**src/logic/lan_decode_pkg.sv**
```systemverilog
`default_nettype none
package lan_decode_pkg;
    // local processor space: 20-bit address, four quadrants
    localparam int LOCAL_AW = 20;
    localparam int SYS_AW = 24;
    localparam int OFFSET_W = 18;
    localparam int SEG_W = 8;
    localparam int SEG_SHIFT = 16;
    localparam logic [1:0] QUAD_EPROM = 2'h0;
    localparam logic [1:0] QUAD_MMIO = 2'h1;
    localparam logic [1:0] QUAD_WINDOW = 2'h2;
    localparam logic [1:0] QUAD_DRAM = 2'h3;
    // peripheral chip-select sub-functions (low address bits 3:1)
    localparam logic [2:0] PCS_CHAN_ATTN = 3'h0;
    localparam logic [2:0] PCS_STATION = 3'h1;
    localparam logic [2:0] PCS_LOOPBACK = 3'h2;
    localparam logic [2:0] PCS_SYSIO_EN = 3'h3;
    localparam logic [2:0] PCS_SYS_INT = 3'h4;
    localparam logic [2:0] PCS_LED = 3'h5;
    localparam logic [2:0] PCS_WIN_SEG = 3'h6;
    // host-side flag byte port and pointers, four consecutive I/O ports
    localparam logic [1:0] HOST_FLAG = 2'h0;
    localparam logic [1:0] HOST_PTR0 = 2'h1;
    localparam logic [1:0] HOST_PTR1 = 2'h2;
    localparam logic [1:0] HOST_PTR2 = 2'h3;
    localparam logic [7:0] FLAG_RESET = 8'h01;
    localparam logic [7:0] FLAG_LOCAL_INT = 8'h02;
    localparam logic [7:0] FLAG_CLR_INT = 8'h04;
    localparam logic [7:0] SEG_RESET = 8'h00;
    localparam logic [7:0] PTR_RESET = 8'h00;
    localparam logic [15:0] HOST_IO_BASE_DEF = 16'h0080;
    // board reset pulse length
    localparam int BOARD_RESET_NS = 1000;
    localparam int CLOCK_NS = 100;
    localparam int BOARD_RESET_CYC = BOARD_RESET_NS / CLOCK_NS;

    typedef enum logic [1:0] {
        REG_EPROM = 2'b00,
        REG_MMIO = 2'b01,
        REG_WINDOW = 2'b10,
        REG_DRAM = 2'b11
    } region_t;

    // local processor cycle request
    typedef struct packed {
        logic mem_valid;
        logic io_valid;
        logic write;
        logic [LOCAL_AW-1:0] addr;
        logic [15:0] wdata;
        logic word;
    } cpu_req_t;

    // master cycle on the system bus
    typedef struct packed {
        logic mem_cycle;
        logic io_cycle;
        logic write;
        logic word;
        logic [SYS_AW-1:0] addr;
        logic [15:0] wdata;
    } sys_req_t;

    // host slave I/O write
    typedef struct packed {
        logic strobe;
        logic [15:0] addr;
        logic [7:0] data;
    } host_io_t;
endpackage
`default_nettype wire

```
**src/logic/lan_board_address_decode.sv**
```systemverilog
`timescale 1ns/10ps
`default_nettype none
// Behaviour
// first quadrant selects local EPROM
// second quadrant selects memory-mapped I/O
// third quadrant maps to system-bus window
// top quadrant selects on-board DRAM
// window starts on any 64K boundary
// segment latch holds top eight address bits
// never answer as system-bus memory slave
// master cycles: 8/16-bit data, 24-bit address
// processor I/O stays local by default
// control write enables/disables system-bus I/O
// MMIO selected only by chip selects
// LAN DMA waits for hold grant
// read-only 48-bit station address readable
// host flag write 1 resets board
// flag 2 interrupts local CPU, 4 clears system interrupt
// flag and pointers: four host I/O ports
// host writes pointers, CPU reads them
// window address is segment shift plus offset
// board reset clears I/O enable and segment
module lan_board_address_decode #(
    parameter logic [15:0] HOST_IO_BASE = lan_decode_pkg::HOST_IO_BASE_DEF,
    parameter logic [47:0] STATION_ADDR = 48'h0000_0000_0000
) (
    // clock and reset
    input wire logic clock_i,
    input wire logic rst_b_i,
    // local processor cycle and chip selects
    input wire lan_decode_pkg::cpu_req_t cpu_req_i,
    input wire logic peripheral_chip_select_i,
    input wire logic midrange_chip_select_i,
    // jumper preset for pointer 0
    input wire logic [7:0] ptr0_jumper_i,
    // LAN controller DMA request
    input wire logic lan_hold_req_i,
    input wire logic hold_grant_i,
    // host I/O write from system bus
    input wire lan_decode_pkg::host_io_t host_io_i,
    // decode results
    output lan_decode_pkg::region_t region_o,
    output logic rom_sel_o,
    output logic dram_sel_o,
    output lan_decode_pkg::sys_req_t sys_req_o,
    output logic [15:0] mmio_rdata_o,
    output logic mem_slave_sel_o,
    // DMA and control outputs
    output logic hold_req_o,
    output logic dma_go_o,
    output logic chan_attn_o,
    output logic loopback_o,
    output logic led_o,
    output logic local_int1_o,
    output logic sys_int_o,
    output logic board_reset_o
);
    import lan_decode_pkg::*;

    // ======================================================
    // synchronisers for pins from other domains
    logic [1:0] hold_s1, hold_s2, grant_s1, grant_s2;
    always_ff @(posedge clock_i or negedge rst_b_i) begin
        if (!rst_b_i) begin
            hold_s1 <= 2'h0;
            hold_s2 <= 2'h0;
        end else begin
            hold_s1 <= {hold_s1[0], lan_hold_req_i};
            hold_s2 <= {hold_s2[0], hold_grant_i};
        end
    end
    assign grant_s1 = hold_s1;
    assign grant_s2 = hold_s2;
    wire hold_sync = grant_s1[1];
    wire grant_sync = grant_s2[1];

    // ======================================================
    // address decode
    function automatic region_t quadrant(input logic [LOCAL_AW-1:0] a);
        quadrant = region_t'(a[LOCAL_AW-1 -: 2]);
    endfunction

    // ======================================================
    // control state
    logic sysio_en, next_sysio_en;
    logic [SEG_W-1:0] seg, next_seg;
    logic [7:0] ptr0, ptr1, ptr2, next_ptr0, next_ptr1, next_ptr2;
    logic loop_r, next_loop_r, led_r, next_led_r, attn, next_attn;
    logic lint, next_lint, sint, next_sint, rst_req, next_rst_req;
    logic jumper_load, next_jumper_load;
    logic board_rst;
    wire cpu_wr = cpu_req_i.mem_valid && cpu_req_i.write;
    wire [2:0] pfn = cpu_req_i.addr[3:1];
    wire pcs_wr = cpu_wr && peripheral_chip_select_i &&
        quadrant(cpu_req_i.addr) == REG_MMIO;
    wire host_hit = host_io_i.strobe &&
        host_io_i.addr[15:2] == HOST_IO_BASE[15:2];
    wire [1:0] host_reg = host_io_i.addr[1:0];

    // next values of local control and host-facing registers
    always_comb begin
        next_sysio_en = sysio_en;
        next_seg = seg;
        next_ptr0 = ptr0;
        next_ptr1 = ptr1;
        next_ptr2 = ptr2;
        next_loop_r = loop_r;
        next_led_r = led_r;
        next_attn = 1'b0;
        next_lint = lint;
        next_sint = sint;
        next_rst_req = 1'b0;
        next_jumper_load = 1'b0;
        if (jumper_load) begin
            next_ptr0 = ptr0_jumper_i;
        end
        if (pcs_wr) begin
            case (pfn)
                PCS_CHAN_ATTN: next_attn = 1'b1;
                PCS_LOOPBACK: next_loop_r = cpu_req_i.wdata[0];
                PCS_SYSIO_EN: next_sysio_en = cpu_req_i.wdata[0];
                PCS_SYS_INT: next_sint = cpu_req_i.wdata[0];
                PCS_LED: next_led_r = cpu_req_i.wdata[0];
                PCS_WIN_SEG: next_seg = cpu_req_i.wdata[SEG_W-1:0];
                PCS_STATION: next_lint = 1'b0; // ack local interrupt
                default: next_attn = 1'b0;
            endcase
        end
        if (host_hit) begin
            case (host_reg)
                HOST_FLAG: begin
                    if (host_io_i.data == FLAG_RESET) begin
                        next_rst_req = 1'b1;
                    end
                    if (host_io_i.data == FLAG_LOCAL_INT) begin
                        next_lint = 1'b1;
                    end
                    if (host_io_i.data == FLAG_CLR_INT) begin
                        next_sint = 1'b0;
                    end
                end
                HOST_PTR0: next_ptr0 = host_io_i.data;
                HOST_PTR1: next_ptr1 = host_io_i.data;
                HOST_PTR2: next_ptr2 = host_io_i.data;
                default: next_ptr2 = ptr2;
            endcase
        end
        if (board_rst) begin
            next_sysio_en = 1'b0;
            next_seg = SEG_RESET;
            next_loop_r = 1'b0;
            next_led_r = 1'b0;
            next_lint = 1'b0;
            next_sint = 1'b0;
            next_ptr1 = PTR_RESET;
            next_ptr2 = PTR_RESET;
            next_jumper_load = 1'b1;
        end
    end

    // jumper preset is loaded by a clocked step after reset release
    always_ff @(posedge clock_i or negedge rst_b_i) begin
        if (!rst_b_i) begin
            sysio_en <= 1'b0;
            seg <= SEG_RESET;
            ptr0 <= PTR_RESET;
            ptr1 <= PTR_RESET;
            ptr2 <= PTR_RESET;
            loop_r <= 1'b0;
            led_r <= 1'b0;
            attn <= 1'b0;
            lint <= 1'b0;
            sint <= 1'b0;
            rst_req <= 1'b0;
            jumper_load <= 1'b1;
        end else begin
            sysio_en <= next_sysio_en;
            seg <= next_seg;
            ptr0 <= next_ptr0;
            ptr1 <= next_ptr1;
            ptr2 <= next_ptr2;
            loop_r <= next_loop_r;
            led_r <= next_led_r;
            attn <= next_attn;
            lint <= next_lint;
            sint <= next_sint;
            rst_req <= next_rst_req;
            jumper_load <= next_jumper_load;
        end
    end

    // board reset held for a fixed number of cycles
    board_reset_gen u_rst (
        .clock_i(clock_i),
        .rst_b_i(rst_b_i),
        .request_i(rst_req),
        .active_o(board_rst)
    );

    // ======================================================
    // registered decode and system-bus cycle formation
    region_t region, next_region;
    sys_req_t sys_req, next_sys_req;
    logic [15:0] rdata, next_rdata;
    logic rom_sel, dram_sel, next_rom_sel, next_dram_sel;
    logic hold_r, dma_go, next_hold_r, next_dma_go;
    always_comb begin
        next_region = quadrant(cpu_req_i.addr);
        next_rom_sel = cpu_req_i.mem_valid &&
            next_region == REG_EPROM;
        next_dram_sel = cpu_req_i.mem_valid &&
            next_region == REG_DRAM;
        next_sys_req = '0;
        next_sys_req.write = cpu_req_i.write;
        next_sys_req.word = cpu_req_i.word;
        next_sys_req.wdata = cpu_req_i.wdata;
        if (cpu_req_i.mem_valid && next_region == REG_WINDOW) begin
            next_sys_req.mem_cycle = 1'b1;
            // segment on 64K steps plus 18-bit offset
            next_sys_req.addr = ({16'h0000, seg} << SEG_SHIFT) +
                {6'h00, cpu_req_i.addr[OFFSET_W-1:0]};
        end else if (cpu_req_i.io_valid && sysio_en) begin
            next_sys_req.io_cycle = 1'b1;
            next_sys_req.addr = {8'h00, cpu_req_i.addr[15:0]};
        end
        // MMIO read data: pointers on mid-range select, station on pcs
        next_rdata = 16'h0000;
        if (midrange_chip_select_i && next_region == REG_MMIO) begin
            case (cpu_req_i.addr[2:1])
                2'h0: next_rdata = {8'h00, ptr0};
                2'h1: next_rdata = {8'h00, ptr1};
                2'h2: next_rdata = {8'h00, ptr2};
                default: next_rdata = {15'h0000, sysio_en};
            endcase
        end else if (peripheral_chip_select_i && next_region == REG_MMIO &&
                     pfn == PCS_STATION) begin
            next_rdata = {8'h00, STATION_ADDR[{cpu_req_i.addr[6:4], 3'h0}
                +: 8]};
        end
        next_hold_r = hold_sync;
        next_dma_go = hold_sync && grant_sync;
        if (board_rst) begin
            next_sys_req = '0;
            next_hold_r = 1'b0;
            next_dma_go = 1'b0;
        end
    end
    always_ff @(posedge clock_i or negedge rst_b_i) begin
        if (!rst_b_i) begin
            region <= REG_EPROM;
            rom_sel <= 1'b0;
            dram_sel <= 1'b0;
            sys_req <= '0;
            rdata <= 16'h0000;
            hold_r <= 1'b0;
            dma_go <= 1'b0;
        end else begin
            region <= next_region;
            rom_sel <= next_rom_sel;
            dram_sel <= next_dram_sel;
            sys_req <= next_sys_req;
            rdata <= next_rdata;
            hold_r <= next_hold_r;
            dma_go <= next_dma_go;
        end
    end

    assign region_o = region;
    assign rom_sel_o = rom_sel;
    assign dram_sel_o = dram_sel;
    assign sys_req_o = sys_req;
    assign mmio_rdata_o = rdata;
    assign mem_slave_sel_o = 1'b0;
    assign hold_req_o = hold_r;
    assign dma_go_o = dma_go;
    assign chan_attn_o = attn;
    assign loopback_o = loop_r;
    assign led_o = led_r;
    assign local_int1_o = lint;
    assign sys_int_o = sint;
    assign board_reset_o = board_rst;

    // ======================================================
    // checks
    dma_after_grant_a: assert property (@(posedge clock_i)
        disable iff (!rst_b_i) $rose(dma_go) |-> $past(grant_sync))
        else $error("dma started without hold grant");
    no_slave_a: assert property (@(posedge clock_i)
        disable iff (!rst_b_i) !mem_slave_sel_o)
        else $error("answered as memory slave");
    io_gated_a: assert property (@(posedge clock_i)
        disable iff (!rst_b_i) sys_req.io_cycle |-> $past(sysio_en))
        else $error("system io cycle while disabled");
    win_addr_a: assert property (@(posedge clock_i)
        disable iff (!rst_b_i) sys_req.mem_cycle |->
        8'(sys_req.addr[23:16] - $past(seg)) ==
        {6'h00, $past(cpu_req_i.addr[17:16])})
        else $error("window address below segment");
    reset_clear_a: assert property (@(posedge clock_i)
        disable iff (!rst_b_i) board_rst |=> (!sysio_en && seg == 8'h00))
        else $error("board reset left io enable or segment");
    flag_reset_a: assert property (@(posedge clock_i)
        disable iff (!rst_b_i) (host_hit && host_reg == HOST_FLAG &&
        host_io_i.data == FLAG_RESET) |=> ##1 board_rst)
        else $error("flag 1 did not reset board");
    flag_int_a: assert property (@(posedge clock_i)
        disable iff (!rst_b_i) (host_hit && host_reg == HOST_FLAG &&
        host_io_i.data == FLAG_LOCAL_INT && !board_rst) |=> lint)
        else $error("flag 2 did not interrupt");
    rom_dec_a: assert property (@(posedge clock_i)
        disable iff (!rst_b_i) rom_sel |-> region == REG_EPROM)
        else $error("rom select outside first quadrant");
endmodule
`default_nettype wire

```
**src/logic/board_reset_gen.sv**
```systemverilog
`timescale 1ns/10ps
`default_nettype none
// stretches a board reset request into a pulse of fixed length
module board_reset_gen #(
    parameter int CYCLES = lan_decode_pkg::BOARD_RESET_CYC
) (
    // clock and reset
    input wire logic clock_i,
    input wire logic rst_b_i,
    // request and held reset
    input wire logic request_i,
    output logic active_o
);
    import lan_decode_pkg::*;
    logic [7:0] count;
    logic [7:0] next_count;
    logic active;
    logic next_active;
    // count down while active; a new request restarts the count
    always_comb begin
        next_count = count;
        if (request_i) begin
            next_count = 8'(CYCLES);
        end else if (count != 8'h00) begin
            next_count = count - 8'h01;
        end
        // registered flag keeps the reset output glitch free
        next_active = (next_count != 8'h00);
    end
    always_ff @(posedge clock_i or negedge rst_b_i) begin
        if (!rst_b_i) begin
            count <= 8'h00;
            active <= 1'b0;
        end else begin
            count <= next_count;
            active <= next_active;
        end
    end
    assign active_o = active;
endmodule
`default_nettype wire

```
**config.mk**
```make
export PLATFORM = sky130hd
export DESIGN_NAME = lan_board_address_decode
export DESIGN_NICKNAME = d
export VERILOG_FILES = /design/src/logic/lan_decode_pkg.sv /design/src/logic/lan_board_address_decode.sv /design/src/logic/board_reset_gen.sv
export SDC_FILE = /design/constraint.sdc
export NUM_CORES = 1
export LEC_CHECK = 0
export BUFFER_PORTS_ARGS = -buffer_cell sky130_fd_sc_hd__buf_2
export CORE_AREA = 2 2 114 116
export CTS_BUF_LIST = sky130_fd_sc_hd__clkbuf_16
export DETAILED_ROUTE_END_ITERATION = 10
export DIE_AREA = 0 0 116 118
export GPL_ROUTABILITY_DRIVEN = 0
export PLACE_DENSITY_LB_ADDON = 0.12
export SETUP_SLACK_MARGIN = 0.02
export SYNTH_ARGS = -nofsm -noshare
export SYNTH_HDL_FRONTEND = slang
export SYNTH_SLANG_ARGS = --single-unit
```
**constraint.sdc**
```tcl
create_clock -name clock_i -period 2 [get_ports clock_i]
set_input_delay 0.4 -clock clock_i [delete_from_list [all_inputs] [get_ports clock_i]]
set_output_delay 0.4 -clock clock_i [all_outputs]
set_load 0.02 [all_outputs]
```
==> results.toml <==
[timing]
period_share_pct = 91.0
worst_slack_ns = 0.180
final.setup_skew_ns = 0.0112
finalWorstPathRequiredPeriod_ns = 1.82
setup_viol_count_final = 0
max-slew-margin-rel_pct = 64.1
worst-slew-pin-transition_ns = 0.539
whs_ns = 0.0434
grt_setup_unrepaired = "false"
final_hold_viol_count = 0
timing.final.max_slew_violations = 0
timing.setup.tns_ns = 0
achievable-frequency_ghz = 0.550

[clock_network]
cts_htree_levels = 3
clk_transition_reported_paths_ns = 0.07
clock_tree.buffer_depth = 2
cts_tree = "done"
ctsHoldBuffers = 0
cts_inserted_buffers = 9
post-cts-setup-buffers = 0
cts_root_buffer = "sky130_fd_sc_hd__clkbuf_16"
cts-resized-gates = 0
cts.sink_count = 111
clk-insertion-delay-late_ns = 0.34

[power]
p_total_w = 0.00463
vdd_drop_max_mv = 0.333
pwr_density_cell_nw_per_um2 = 776
p_leak_nw = 3.14

[critical_path]
startpoint_type = "flip-flop"
worstSetupEndpointType = "flip-flop"
crit_fanout = 4
setup.worst_path.class = "reg -> reg"
worst_ep_arrival_time_ns = 2.07
worst_ep_required_time_ns = 2.26

[detailed_routing]
route.antenna.remaining_nets = 0
drt_pass1_iterations = 4
vias_after_detailed_routing = 3574
drt_iter0_drc = 234
route.detailed.wl_per_inst_um = 14.6
vias_per_cell = 4.84
drc_errors = 0
detail_route.wirelength_mm = 10.8

[die]
io_pins = 152
initial_utilization_pct = 38.6
floorplan_die_width_um = 116
floorplan.die_area_um2 = 13700
row_count = 41
floorplan.die.height_um = 118
placeableCoreArea_um2 = 12400

[layout]
area.growth.synth_to_final_pct = 24.5
drive_above_1_share_pct = 34.1
finish.net_count = 646
insertedDiodeCount = 0
final-instance-count-excl-fill = 738

[synth]
synth-async-reset-ratio_pct = 100
synth_cell_types = 47
ys_seq_elements = 111
synthesis.area_um2 = 4790
dominant_synthesized_flop_cell = "sky130_fd_sc_hd__dfrtp_1"
post-synth-top-area-fraction_pct = 57.5
synth.top_cells.by_area = "sky130_fd_sc_hd__dfrtp_1 58%, sky130_fd_sc_hd__mux2i_1 4.4%, sky130_fd_sc_hd__mux2_2 3.5%"
postSynthCellCount = 416
total_of_warnings_raised_by_yosys = 0
synth_seq_area_share_pct = 58.1
avg_inst_size_synth_um2 = 11.5
synth_edf_count = 0
synth_area_leader_cell = "sky130_fd_sc_hd__dfrtp_1"

[grt]
maximum_number_of_pins_on_one_net_before_global_route_repair = 41
first_pass_grt_wire_length_mm = 17.8
antenna_found_initial = 0
grtUsageTotal_pct = 16.5
grt_overflow = 0
vias_in_the_first_global_route = 3642

[place]
dp.cells = 723
place_worst_setup_slack_ns = 0.205
io_buffers = 142
detailed_place_hpwl_mm = 8.13

[worst_hold_path]
hold_class = "in -> async"

[status]
run_status = "completed"

[run]
max_cap_violations = 0
-- cell usage in the layout, fill, tap and decap left out, drive strengths merged, types with 15 or more instances in the layout --
cell type / synthesis / layout
mux2i: 21 / 21
nor2b: 24 / 24
nor2: 45 / 45
nand4: 23 / 23
a21oi: 26 / 26
o21ai: 20 / 20
and2: 19 / 19
buf: 15 / 157
dfrtp: 110 / 110
mux2: 15 / 15
-- state kept, by name, summed over array words and instances (netlist names), 2 cells and up --
| signal | flops |
|---|---|
| mmio_rdata_o | 8 |
| grant_s1 | 2 |
| ptr0 | 8 |
| region_o | 2 |
| u_rst.count | 8 |
| seg | 8 |
| ptr2 | 8 |
| sys_req_o | 44 |
| grant_s2 | 2 |
| ptr1 | 8 |
-- worst max-delay path: stages, from the launching register on --
cell	delay, ns
sky130_fd_sc_hd__dfrtp_1	0.39
sky130_fd_sc_hd__inv_1	0.13
sky130_fd_sc_hd__ha_1	0.20
sky130_fd_sc_hd__or4b_1	0.48
sky130_fd_sc_hd__o21ai_0	0.26
sky130_fd_sc_hd__nor3b_1	0.10
sky130_fd_sc_hd__o221ai_1	0.17
-- synth_stat cells (2+ instances only) --
cell,count
sky130_fd_sc_hd__a21o_1,2
sky130_fd_sc_hd__a21oi_1,26
sky130_fd_sc_hd__and2_1,19
sky130_fd_sc_hd__and3_1,3
sky130_fd_sc_hd__and4_1,2
sky130_fd_sc_hd__and4b_1,2
sky130_fd_sc_hd__buf_1,2
sky130_fd_sc_hd__buf_2,2
sky130_fd_sc_hd__buf_4,11
sky130_fd_sc_hd__clkbuf_1,13
sky130_fd_sc_hd__dfrtp_1,110
sky130_fd_sc_hd__ha_1,4
sky130_fd_sc_hd__inv_1,6
sky130_fd_sc_hd__mux2_2,15
sky130_fd_sc_hd__mux2i_1,21
sky130_fd_sc_hd__nand2_1,9
sky130_fd_sc_hd__nand2b_1,2
sky130_fd_sc_hd__nand3_1,4
sky130_fd_sc_hd__nand4_1,22
sky130_fd_sc_hd__nor2_1,44
sky130_fd_sc_hd__nor2b_1,24
sky130_fd_sc_hd__nor3_1,7
sky130_fd_sc_hd__nor3b_1,5
sky130_fd_sc_hd__nor4_1,5
sky130_fd_sc_hd__nor4b_1,5
sky130_fd_sc_hd__nor4b_4,2
sky130_fd_sc_hd__o21ai_0,20
sky130_fd_sc_hd__or3_1,2
sky130_fd_sc_hd__xnor2_1,3
sky130_fd_sc_hd__xor2_1,7
-- through the flow --
step                instance area (um2)  utilization (%)
floorplan                          4820                -
global placement                   5700             45.9
detailed placement                 5700             45.9
CTS                                5960             48.0
global route                       5960             48.0
finish                             5960             48.0
-- cell families after synthesis --
family,after synthesis,share of synthesized area (%)
flops,111,58.1
compound gates,51,5.62
simple gates,165,20.6
other cells,1,0.0784
buf+inv,36,3.97
xor+xnor,10,1.83
fa+ha+maj,5,1.46
mux,37,8.39
-- power breakdown --
group	total, W	internal [W]	switching (W)
Clock	0.00159	0.000825	0.000760
Sequential	0.00244	0.00238	0.0000655
Combinational	0.000600	0.000256	0.000345
Total	0.00463	0.00346	0.00117
-- cell type report --
cell class / instances / area, um2
Inverter: 6 / 22.5
Timing Repair Buffer: 157 / 838
Clock buffer: 9 / 225
Fill cell: 1194 / 6450
Sequential cell: 111 / 2780
Tap cell: 172 / 215
Clock inverter: 6 / 32.5
Multi-Input combinational cell: 277 / 1850
-- layer usage --
| metal | track usage [%] | up-vias | wire length, um |
|---|---|---|---|
| met3 | 4.17 | 12 | 741 |
| li1 | - | 1715 | - |
| met2 | 27.0 | 127 | 5290 |
| met4 | 6.10 | 0 | 177 |
| met5 | 0 | - | 0 |
| met1 | 20.8 | 1720 | 4590 |
-- worst paths after layout --
path / cells after the start / end / slack, ns / from
max: 6 / u_rst.active_o / 0.18 / u_rst.count[0]
min: 1 / sys_req_o[2] / 0.04 / rst_b_i
max reg2reg: 6 / u_rst.active_o / 0.18 / u_rst.count[0]
min reg2reg: 0 / grant_s2[1] / 0.35 / grant_s2[0]
max in group asynchronous: 2 / jumper_load / 1.34 / rst_b_i
min in group clock_i: 1 / grant_s2[0] / 0.17 / hold_grant_i
(Power assumes the default switching activity.)
